**src/logic/fcs_pkg.sv**
```systemverilog
// Summary of operation
// - two-bit source select, resets to external
// - 00/11 base rate: loop timing, clock out
// - 01 base rate: serial clock is input
// - 10 base rate: master PLL, clock out
// - high-speed modes: clock and syncs input
// - base rate sync pins are inputs when bit 4 is set
// - force pattern sends signal loss to line
// - single rail only if LIU single rail
// - loopback 00 is normal operation
// - loopback 10 returns line data via coder
// - loopback 11 re-frames receive payload
// - clock loss falls back to master PLL
package fcs_pkg;

  // ----------------------------------------------------------
  // register indices, byte address is four times the index
  // ----------------------------------------------------------
  localparam logic [15:0] IDX_CLK_SEL  = 16'h0100;
  localparam logic [15:0] IDX_LINE_CTL = 16'h0101;
  localparam logic [15:0] IDX_AUX_CTL  = 16'h0102;
  localparam logic [15:0] IDX_STATUS   = 16'h0103;
  localparam int          ADDR_W       = 16;

  // ----------------------------------------------------------
  // field positions
  // ----------------------------------------------------------
  localparam int CS_LCV     = 7;
  localparam int CS_T1      = 6;
  localparam int CS_SYNC8K  = 5;
  localparam int CS_CLKLOSS = 4;
  localparam int LC_FLOS    = 7;
  localparam int LC_SR      = 6;
  localparam int LC_LB_LO   = 4;
  localparam int LC_ENC     = 1;
  localparam int LC_DEC     = 0;
  localparam int AX_HSPEED  = 0;
  localparam int AX_SYNCINV = 4;
  localparam int AX_LIUSR   = 7;

  // ----------------------------------------------------------
  // reset values
  // ----------------------------------------------------------
  localparam logic [7:0] CLK_SEL_RST  = 8'h11;
  localparam logic [7:0] LINE_CTL_RST = 8'h00;
  localparam logic [7:0] AUX_CTL_RST  = 8'h00;

  // ----------------------------------------------------------
  // encodings
  // ----------------------------------------------------------
  typedef enum logic [1:0] {
    FCS_SRC_LOOP0 = 2'b00,
    FCS_SRC_EXT   = 2'b01,
    FCS_SRC_PLL   = 2'b10,
    FCS_SRC_LOOP3 = 2'b11
  } fcs_src_t;

  typedef enum logic [1:0] {
    FCS_LB_NONE    = 2'b00,
    FCS_LB_LOCAL   = 2'b01,
    FCS_LB_REMOTE  = 2'b10,
    FCS_LB_PAYLOAD = 2'b11
  } fcs_lb_t;

  // one two-way pin: level toward the pin and its drive enable
  typedef struct packed {
    logic o;
    logic oe;
  } fcs_pin_t;

endpackage

```
**src/logic/fcs_clock_source_loopback.sv**
```systemverilog
// Added by the designer: the APB slave port.
`timescale 1ns/1ps
module fcs_clock_source_loopback (
  input  wire logic              pclk,
  input  wire logic              presetn,
  input  wire logic              psel,
  input  wire logic              penable,
  input  wire logic              pwrite,
  input  wire logic [15:0]       paddr,
  input  wire logic [31:0]       pwdata,
  output logic      [31:0]       prdata,
  output logic                   pready,
  output logic                   pslverr,
  input  wire logic              tx_serial_clock_i,
  output fcs_pkg::fcs_pin_t      tx_serial_clock,
  input  wire logic              tx_frame_sync_i,
  output fcs_pkg::fcs_pin_t      tx_frame_sync,
  input  wire logic              tx_multiframe_sync_i,
  output fcs_pkg::fcs_pin_t      tx_multiframe_sync,
  input  wire logic              recovered_clock,
  input  wire logic              pll_clock,
  input  wire logic              recovery_lost,
  input  wire logic              tx_pcm_data,
  input  wire logic              receive_line_data,
  input  wire logic              tx_framer_data,
  input  wire logic              rx_framer_data,
  input  wire logic              rx_payload_data,
  input  wire logic              framer_frame_sync,
  input  wire logic              framer_multiframe_sync,
  output logic                   tx_timing_clock,
  output logic                   tx_timing_edge,
  output logic                   tx_line_data,
  output logic                   rx_pcm_data,
  output logic                   framer_line_data,
  output logic                   single_rail,
  output logic                   encoder_disable,
  output logic                   decoder_disable,
  output logic                   t1_mode,
  output logic                   sync_all_8k,
  output logic                   lcv_insert
);

  // ----------------------------------------------------------
  // input synchronisers
  // ----------------------------------------------------------
  localparam int NS = 8;
  logic [NS-1:0] raw_in;
  logic [NS-1:0] meta_q;
  logic [NS-1:0] sync_q;
  logic          tsc_s;
  logic          tfs_s;
  logic          tmfs_s;
  logic          rec_s;
  logic          pll_s;
  logic          lost_s;
  logic          pcm_s;
  logic          line_s;

  assign raw_in = {receive_line_data, tx_pcm_data, recovery_lost,
                   pll_clock, recovered_clock, tx_multiframe_sync_i,
                   tx_frame_sync_i, tx_serial_clock_i};

  // every pin input passes two flops; only the second is read
  always_ff @(posedge pclk or negedge presetn) begin
    if (!presetn) begin
      meta_q <= '0;
      sync_q <= '0;
    end else begin
      meta_q <= raw_in;
      sync_q <= meta_q;
    end
  end

  assign tsc_s  = sync_q[0];
  assign tfs_s  = sync_q[1];
  assign tmfs_s = sync_q[2];
  assign rec_s  = sync_q[3];
  assign pll_s  = sync_q[4];
  assign lost_s = sync_q[5];
  assign pcm_s  = sync_q[6];
  assign line_s = sync_q[7];

  // ----------------------------------------------------------
  // apb slave
  // ----------------------------------------------------------
  logic [7:0]  clk_sel_q;
  logic [7:0]  line_ctl_q;
  logic [7:0]  aux_ctl_q;
  logic [7:0]  status_w;
  logic [31:0] prdata_q;
  logic        hit_clk;
  logic        hit_line;
  logic        hit_aux;
  logic        hit_stat;
  logic        hit_any;
  logic        wr_en;
  logic        setup;

  // byte addresses are four times the register index
  always_comb begin
    hit_clk  = 1'b0;
    hit_line = 1'b0;
    hit_aux  = 1'b0;
    hit_stat = 1'b0;
    if (paddr == {fcs_pkg::IDX_CLK_SEL[13:0], 2'b00}) begin
      hit_clk = 1'b1;
    end else if (paddr == {fcs_pkg::IDX_LINE_CTL[13:0], 2'b00}) begin
      hit_line = 1'b1;
    end else if (paddr == {fcs_pkg::IDX_AUX_CTL[13:0], 2'b00}) begin
      hit_aux = 1'b1;
    end else if (paddr == {fcs_pkg::IDX_STATUS[13:0], 2'b00}) begin
      hit_stat = 1'b1;
    end
  end

  assign hit_any = hit_clk | hit_line | hit_aux | hit_stat;
  assign setup   = psel & ~penable;
  // zero wait states; unmapped access answers with an error
  assign pready  = 1'b1;
  assign pslverr = psel & penable & ~hit_any;
  assign wr_en   = psel & penable & pwrite;
  assign prdata  = prdata_q;

  // read data captured in the setup cycle, stable for access
  always_ff @(posedge pclk or negedge presetn) begin
    if (!presetn) begin
      prdata_q <= 32'h0000_0000;
    end else if (setup && !pwrite) begin
      if (hit_clk) begin
        prdata_q <= {24'h00_0000, clk_sel_q};
      end else if (hit_line) begin
        prdata_q <= {24'h00_0000, line_ctl_q};
      end else if (hit_aux) begin
        prdata_q <= {24'h00_0000, aux_ctl_q};
      end else if (hit_stat) begin
        prdata_q <= {24'h00_0000, status_w};
      end else begin
        prdata_q <= 32'h0000_0000;
      end
    end
  end

  // clock select register; reserved bits stored as written
  always_ff @(posedge pclk or negedge presetn) begin
    if (!presetn) begin
      clk_sel_q <= fcs_pkg::CLK_SEL_RST;
    end else if (wr_en && hit_clk) begin
      clk_sel_q <= pwdata[7:0];
    end
  end

  // single rail is refused while the line unit is dual rail
  always_ff @(posedge pclk or negedge presetn) begin
    if (!presetn) begin
      line_ctl_q <= fcs_pkg::LINE_CTL_RST;
    end else if (wr_en && hit_line) begin
      line_ctl_q <= pwdata[7:0];
      line_ctl_q[fcs_pkg::LC_SR] <= pwdata[fcs_pkg::LC_SR]
        & aux_ctl_q[fcs_pkg::AX_LIUSR];
    end else if (!aux_ctl_q[fcs_pkg::AX_LIUSR]) begin
      line_ctl_q[fcs_pkg::LC_SR] <= 1'b0;
    end
  end

  // mode, sync pin direction and line unit rail setting
  always_ff @(posedge pclk or negedge presetn) begin
    if (!presetn) begin
      aux_ctl_q <= fcs_pkg::AUX_CTL_RST;
    end else if (wr_en && hit_aux) begin
      aux_ctl_q <= pwdata[7:0];
    end
  end

  // ----------------------------------------------------------
  // decoded controls
  // ----------------------------------------------------------
  fcs_pkg::fcs_src_t src;
  fcs_pkg::fcs_lb_t  lb;
  logic              base_rate;
  logic              loop_sel;
  logic              loss_en;
  logic              flos;

  assign src       = fcs_pkg::fcs_src_t'(clk_sel_q[1:0]);
  assign lb        = fcs_pkg::fcs_lb_t'(
                       line_ctl_q[fcs_pkg::LC_LB_LO +: 2]);
  assign base_rate = ~aux_ctl_q[fcs_pkg::AX_HSPEED];
  assign loss_en   = clk_sel_q[fcs_pkg::CS_CLKLOSS];
  assign flos      = line_ctl_q[fcs_pkg::LC_FLOS];
  assign loop_sel  = (src == fcs_pkg::FCS_SRC_LOOP0) ||
                     (src == fcs_pkg::FCS_SRC_LOOP3);

  // ----------------------------------------------------------
  // transmit timing source
  // ----------------------------------------------------------
  logic fallback_q;
  logic tclk_d;
  logic tclk_q;
  logic tclk_prev_q;

  // fallback holds only while the recovered clock is missing
  always_ff @(posedge pclk or negedge presetn) begin
    if (!presetn) begin
      fallback_q <= 1'b0;
    end else begin
      fallback_q <= loop_sel & loss_en & lost_s;
    end
  end

  // high-speed modes always take the serial clock pin
  always_comb begin
    tclk_d = tsc_s;
    if (!base_rate) begin
      tclk_d = tsc_s;
    end else begin
      case (src)
        fcs_pkg::FCS_SRC_EXT: begin
          tclk_d = tsc_s;
        end
        fcs_pkg::FCS_SRC_PLL: begin
          tclk_d = pll_s;
        end
        default: begin
          tclk_d = fallback_q ? pll_s : rec_s;
        end
      endcase
    end
  end

  // selected clock level and its rising edge
  always_ff @(posedge pclk or negedge presetn) begin
    if (!presetn) begin
      tclk_q      <= 1'b0;
      tclk_prev_q <= 1'b0;
    end else begin
      tclk_q      <= tclk_d;
      tclk_prev_q <= tclk_q;
    end
  end

  assign tx_timing_clock = tclk_q;
  assign tx_timing_edge  = tclk_q & ~tclk_prev_q;

  // ----------------------------------------------------------
  // pin directions
  // ----------------------------------------------------------
  logic tsc_oe_q;
  logic sync_oe_q;
  logic fs_q;
  logic mfs_q;

  // direction changes only after the register write settles
  always_ff @(posedge pclk or negedge presetn) begin
    if (!presetn) begin
      tsc_oe_q  <= 1'b0;
      sync_oe_q <= 1'b0;
    end else begin
      tsc_oe_q  <= base_rate &&
                   (src != fcs_pkg::FCS_SRC_EXT);
      sync_oe_q <= base_rate &&
                   !aux_ctl_q[fcs_pkg::AX_SYNCINV];
    end
  end

  // sync levels from the framer, registered toward the pins
  always_ff @(posedge pclk or negedge presetn) begin
    if (!presetn) begin
      fs_q  <= 1'b0;
      mfs_q <= 1'b0;
    end else begin
      fs_q  <= framer_frame_sync;
      mfs_q <= framer_multiframe_sync;
    end
  end

  // whole-struct drives keep one continuous writer per pin
  assign tx_serial_clock    = '{o: tclk_q, oe: tsc_oe_q};
  assign tx_frame_sync      = '{o: fs_q, oe: sync_oe_q};
  assign tx_multiframe_sync = '{o: mfs_q, oe: sync_oe_q};

  // ----------------------------------------------------------
  // data paths and loopbacks
  // ----------------------------------------------------------
  logic txl_d;
  logic rxp_d;
  logic frl_d;
  logic txl_q;
  logic rxp_q;
  logic frl_q;

  // forced loss pattern wins over every loopback
  always_comb begin
    txl_d = tx_framer_data;
    rxp_d = rx_framer_data;
    frl_d = line_s;
    case (lb)
      fcs_pkg::FCS_LB_LOCAL: begin
        txl_d = 1'b1;
        rxp_d = pcm_s;
        frl_d = 1'b0;
      end
      fcs_pkg::FCS_LB_REMOTE: begin
        txl_d = line_s;
      end
      fcs_pkg::FCS_LB_PAYLOAD: begin
        txl_d = rx_payload_data;
      end
      default: begin
        txl_d = tx_framer_data;
      end
    endcase
    if (flos) begin
      txl_d = 1'b0;
    end
  end

  always_ff @(posedge pclk or negedge presetn) begin
    if (!presetn) begin
      txl_q <= 1'b0;
      rxp_q <= 1'b0;
      frl_q <= 1'b0;
    end else begin
      txl_q <= txl_d;
      rxp_q <= rxp_d;
      frl_q <= frl_d;
    end
  end

  assign tx_line_data     = txl_q;
  assign rx_pcm_data      = rxp_q;
  assign framer_line_data = frl_q;

  // ----------------------------------------------------------
  // static controls and line code violation pulse
  // ----------------------------------------------------------
  logic lcv_prev_q;
  logic lcv_q;

  // a rising write of the bit yields exactly one pulse
  always_ff @(posedge pclk or negedge presetn) begin
    if (!presetn) begin
      lcv_prev_q <= 1'b0;
      lcv_q      <= 1'b0;
    end else begin
      lcv_prev_q <= clk_sel_q[fcs_pkg::CS_LCV];
      lcv_q      <= clk_sel_q[fcs_pkg::CS_LCV] & ~lcv_prev_q;
    end
  end

  assign lcv_insert      = lcv_q;
  assign single_rail     = line_ctl_q[fcs_pkg::LC_SR];
  assign encoder_disable = line_ctl_q[fcs_pkg::LC_ENC];
  assign decoder_disable = line_ctl_q[fcs_pkg::LC_DEC];
  assign t1_mode         = clk_sel_q[fcs_pkg::CS_T1];
  assign sync_all_8k     = clk_sel_q[fcs_pkg::CS_SYNC8K];

  // ----------------------------------------------------------
  // status view of the block's own state
  // ----------------------------------------------------------
  assign status_w = {3'b000, tsc_oe_q, sync_oe_q, lost_s,
                     fallback_q, tclk_q};

endmodule

```
**config.mk**
```make
export PLATFORM = sky130hd
export DESIGN_NAME = fcs_clock_source_loopback
export DESIGN_NICKNAME = d
export VERILOG_FILES = /design/src/logic/fcs_pkg.sv /design/src/logic/fcs_clock_source_loopback.sv
export SDC_FILE = /design/constraint.sdc
export NUM_CORES = 1
export LEC_CHECK = 0
export BUFFER_PORTS_ARGS = -buffer_cell sky130_fd_sc_hd__buf_2
export CAP_MARGIN = 25
export CORE_ASPECT_RATIO = 0.75
export CORE_UTILIZATION = 45
export DETAILED_ROUTE_END_ITERATION = 10
export GPL_TIMING_DRIVEN = 0
export PLACE_DENSITY = 0.89
export SYNTH_ARGS = -nofsm -noshare
export SYNTH_HDL_FRONTEND = slang
export SYNTH_SLANG_ARGS = --single-unit
```
**constraint.sdc**
```tcl
create_clock -name pclk -period 2.3 [get_ports pclk]
set_clock_uncertainty 0.2 [all_clocks]
set_input_delay 0.23 -clock pclk [delete_from_list [all_inputs] [get_ports pclk]]
set_output_delay 0.23 -clock pclk [all_outputs]
set_load 0.05 [all_outputs]
```
# == Word-level counts from Yosys, hierarchy flattened ==
# Index checks and enable logic that the tools add are counted.
# op_classes
n_eq_ne,12
reduce_logical,10
bitwise_logic,17
n_mux,23
# op_table
op,count
$eq 16x11->1 const B,4
$mux 8,3
$mux 1,17
$and 1x1->1,9
$eq 2x2->1 const B,4
$logic_and 1x1->1,6
$mux 5,1
$not 1->1,5
$eq 2x1->1 const B,2
$ne 2x1->1 const B,2
$or 1x1->1,3
$pmux 1 s3,1
$logic_not 1->1,2
$logic_not 2->1,1
$pmux 1 s2,1
$logic_or 1x1->1,1
# totals
elab_cells,81
register_bits,84
inputBits,66

# == Longest topological paths before layout ==
# logic_depth
word_depth,9
mapped_depth,6

# == Least setup slack after synthesis ==
# Ideal clock, no wire load.
# synth_timing
path_type,in2out
start,in paddr[15]
end,out pslverr
required_time_ns,1.870
cell_stages,4
path_buffers,0
arrival_time_ns,1.728
path_slack_ns,0.142
path_cell_list,or4_4 > nor4_4 > nand2_1 > and3_1
# synth_via
elab_chain_cells,8
# synth_lines
element,line,source
"start, declared",fcs_clock_source_loopback.sv:9,"input wire logic [15:0] paddr,"
$eq 16x11->1 (on tied branches),"fcs_clock_source_loopback.sv:107, fcs_clock_source_loopback.sv:109, fcs_clock_source_loopback.sv:111",
$mux 1 (on tied branches),"fcs_clock_source_loopback.sv:107, fcs_clock_source_loopback.sv:109, fcs_clock_source_loopback.sv:111",
$mux 1 (on tied branches),"fcs_clock_source_loopback.sv:105, fcs_clock_source_loopback.sv:107, fcs_clock_source_loopback.sv:109",
"$or 1x1->1, or another cell as far along",fcs_clock_source_loopback.sv:116,assign hit_any = hit_clk | hit_line | hit_aux | hit_stat;
$or 1x1->1 or $mux 1 (tied branches),"fcs_clock_source_loopback.sv:116, fcs_clock_source_loopback.sv:105",
$or 1x1->1 *,fcs_clock_source_loopback.sv:116,
$not 1->1 *,fcs_clock_source_loopback.sv:120,assign pslverr = psel & penable & ~hit_any;
$and 1x1->1 *,fcs_clock_source_loopback.sv:120,
"end, declared",fcs_clock_source_loopback.sv:13,"output logic pslverr,"
# Mark *: on every way between the ends. The rest lies on a longest branch, timed or not.

# == Final worst setup path ==
# Ends and elaborated chain as after synthesis.

==> results.md <==
- Reg2Reg Setup Slack: between 0.7 and 0.8 ns
- Largest area contributor in the netlist: dfrtp_1
- Pre-CTS WS: -0.156 ns
- CP arrival: around 1.8 ns
- Met1 usage: ~24%
- Cell with the largest stage delay on the worst path: or4_4
- Die H: between 60 and 70 um
- Clock Power Share: around 33%
- Req. time, crit path: approximately 1.9 ns
- CP endpoint: pslverr
- Root Buffer: clkbuf_8
- Area Growth Syn to Fin: 34.3%
- #FFs+latches synth: 56
- Port Buffers: 65
- Die width: a little under 90 um
- Final Instance Count excl. Fillers: 387
- Clock buffer depth: 2
- Sw Pwr: ~0.0005 W
- Ant. Diodes: 0
- Final Net Count: roughly 380
- Max-cap violations: 0
- Met3 Use GR: around 3.7%
- Final Max Slew Viols: 0
- Pwr/cell area: 575 nW/um^2
- Max frequency: around 460 MHz
- Largest net degree at the start of global routing: 34
- First-pass GRT wire length: a little under 8 mm
- Leakage: between 1.5 and 2 nW
- H-tree levels: 2
- Final hold vios: 0
- Initial antenna violation count: 0
- Global route hottest layer: met2
- Worst Path Max Fanout: 6
- Async set-or-reset flop fraction in the synthesized netlist: 100%
- Setup CP Type: input pin to output pin
- CP Launch Point: paddr[15]
- Most used cell, CP: buf_2
- Final period util: 95.5%
- Final setup vio count: 0
- Most frequent cell after synthesis: dfrtp_1
- EDFF count, synth: 0
- Commonest cells post-synth: dfrtp_1, buf_4, mux2_2
- Yosys synthesis warning count: 0
- Vias per cell: approximately 4.6
- Maximum vdd drop: between 0.3 and 0.4 mV
- Remaining Overflow, GRT: 0
- Worst Tran Pin Value: ~0.67 ns
- TritonCTS clock tree: yes
- Worst setup EP type: output pin
- DR vias: 1773
- DRT Pass-1 Iters: 4
- Status: finished clean
- Hold Crit Class: input pin to flop
- RSZ-0062 raised after global routing: false
- Avg Inst Size Synth: 13.0 um^2
- Setup Total Neg Slack: 0 ns
- Core area: roughly 5400 um^2
- Top post-synthesis cells by area: dfrtp_1, buf_4, mux2_2, mux4_2, mux2_1
- Initial DRC Count: 64
- Worst path max stage delay: between 0.5 and 0.6 ns
- Top cell type's share of synthesized area: 54.1%
- Routed wire length: 4.99 mm
- R2r endpoint: tx_timing_clock$_DFF_PN0_
- DPL Wire Length: 3.58 mm
- Share of layout cells above drive strength 1: a little under half
- Logic pwr share: about 15%
- Post-route ant nets: 0
- Cell breakdown of the critical path: buf_2 > or4_4 > nor4_4 > nand2_2 > and3_1 > buf_2
- Initial Utilization: between 40% and 50%
- CTS sink count: 56
- Vias in the first global route: approximately 1600
- R2R cell count: 5
- Slew margin rel.: a little under three fifths
- Gpl congestion: about 0.77
- Residual DRC: 0
- Synth Instances: approximately 190
- Hold Crit Depth: 4
- All-Layer GR Usage: between 10% and 20%
- Final min period: approximately 2.2 ns
- Worst R2R Start: clk_sel_q[0]$_DFFE_PN1P_
- Fin worst setup slack: just over 0.1 ns
- Clock Pin Slew Worst Setup and Hold Paths: about 0.09 ns
- Pint: between 0.001 and 0.0015 W
- Post-synthesis sequential area ratio: a little under three fifths
- Synth Flop Type: dfrtp_1
- Total die area: about 5900 um^2
- Placed Instances: around 360
- Row cnt: 23
- Fillcell total: approximately 420
- Post-synthesis cell area: between 2000 and 2500 um^2
- CP Launch Type: input pin
- Clk_lat worst skew: between 0.3 and 0.4 ns
- IO Pins: roughly 120
- Switching Share: about a quarter
- Inserted Clock Buffers: 5
- Sequential power share: between 50 and 60%
- Met2 usage: approximately 30%
- Post-DR wirelength/cell: roughly 13 um
- Yosys cell types: 32
-- stage by stage --
step                util [%]  area (um^2)  total power [W]  hold WS, ns
detailed placement      56.5         3020          0.00129       0.0634
global placement        56.1         3000          0.00128        0.132
global route            62.6         3350          0.00201       0.0914
finish                  62.6         3350          0.00193       0.0775
CTS                     62.2         3330          0.00194       0.0983
floorplan                  -         2580          0.00121       -0.266
-- per-layer routing --
| layer | share of wire (%) | wire, um |
|---|---|---|
| met4 | 1.4 | 72 |
| met3 | 4.7 | 233 |
| met2 | 48 | 2400 |
| met1 | 46 | 2280 |
| met5 | 0 | 0 |
-- worst min-delay path by stage --
| stage | from | endpoint | slack (ns) |
|---|---|---|---|
| after CTS | tx_framer_data | tx_line_data$_DFF_PN0_ | 0.1 |
| after global placement | meta_q[3]$_DFF_PN0_ | sync_q[3]$_DFF_PN0_ | 0.13 |
| after global routing | paddr[1] | prdata[3]$_DFFE_PN0P_ | 0.09 |
| final | paddr[11] | prdata[1]$_DFFE_PN0P_ | 0.08 |
| after floorplan | presetn | aux_ctl_q[0]$_DFFE_PN0P_ | -0.27 |
| after detailed placement | presetn | meta_q[5]$_DFF_PN0_ | 0.06 |
-- cells in the final DEF (no fill, tap or decap), types with 3 or more instances in the layout --
cell           count
nand2_1           10
mux2i_1            3
conb_1            25
o31ai_1            8
mux2_1             8
clkbuf_1           6
buf_2             66
dfrtp_1           54
inv_1              8
nor2_1             7
mux4_2             5
clkbuf_8           5
a21oi_1            4
mux2_2            18
nor2b_1            6
dlygate4sd3_1     19
buf_4             35
-- flip-flops by register name (all words and copies together) (netlist names), 6 cells and up --
register	count
prdata	8
meta_q	6
aux_ctl_q	8
clk_sel_q	8
line_ctl_q	8
sync_q	6
-- cell families (layout without fill, tap and decap cells) --
logic type	count (synthesis)	count (layout)	synth area share [%]
AOI/OAI and AO/OA	17	17	4.51
DFF	56	56	56.2
buffers and inverters	45	142	11.5
and+or+nand+nor	36	36	9.07
muxes	34	34	17.4
other	2	25	0.301
adders and majority gates	2	2	1.00
-- cell type report --
cell class / instances / area, um^2 / share of cell area, %
inverters: 8 / 30.0 / 0.896
flip-flops and latches: 56 / 1400 / 41.9
well taps: 75 / 93.8 / 2.80
repair buffers: 89 / 566 / 16.9
clock buffers: 6 / 72.6 / 2.16
clock inverters: 2 / 35.0 / 1.04
multi-input cells: 114 / 896 / 26.7
plain buffers: 37 / 256 / 7.65
-- power by group through the flow --
stage,clock [W],sequential (W),combinational [W]
floorplan,0,0.00104,0.000172
global placement,0,0.00103,0.000253
detailed placement,0,0.00103,0.000260
CTS,0.000650,0.00101,0.000285
global route,0.000693,0.00101,0.000307
finish,0.000634,0.00101,0.000286
-- worst max-delay path, delay by kind of cell --
family        cells  cell delay (ns)
buf+inv           2             0.29
simple gates      4             1.23
-- repair_timing --
action,CTS,global route
endpoints found under the hold margin,54,0
buffers inserted,1,3
hold buffers,19,0
gates resized for setup,1,0
setup endpoints to repair,1,1
pin swaps,1,0
(Power assumes the default switching activity.)
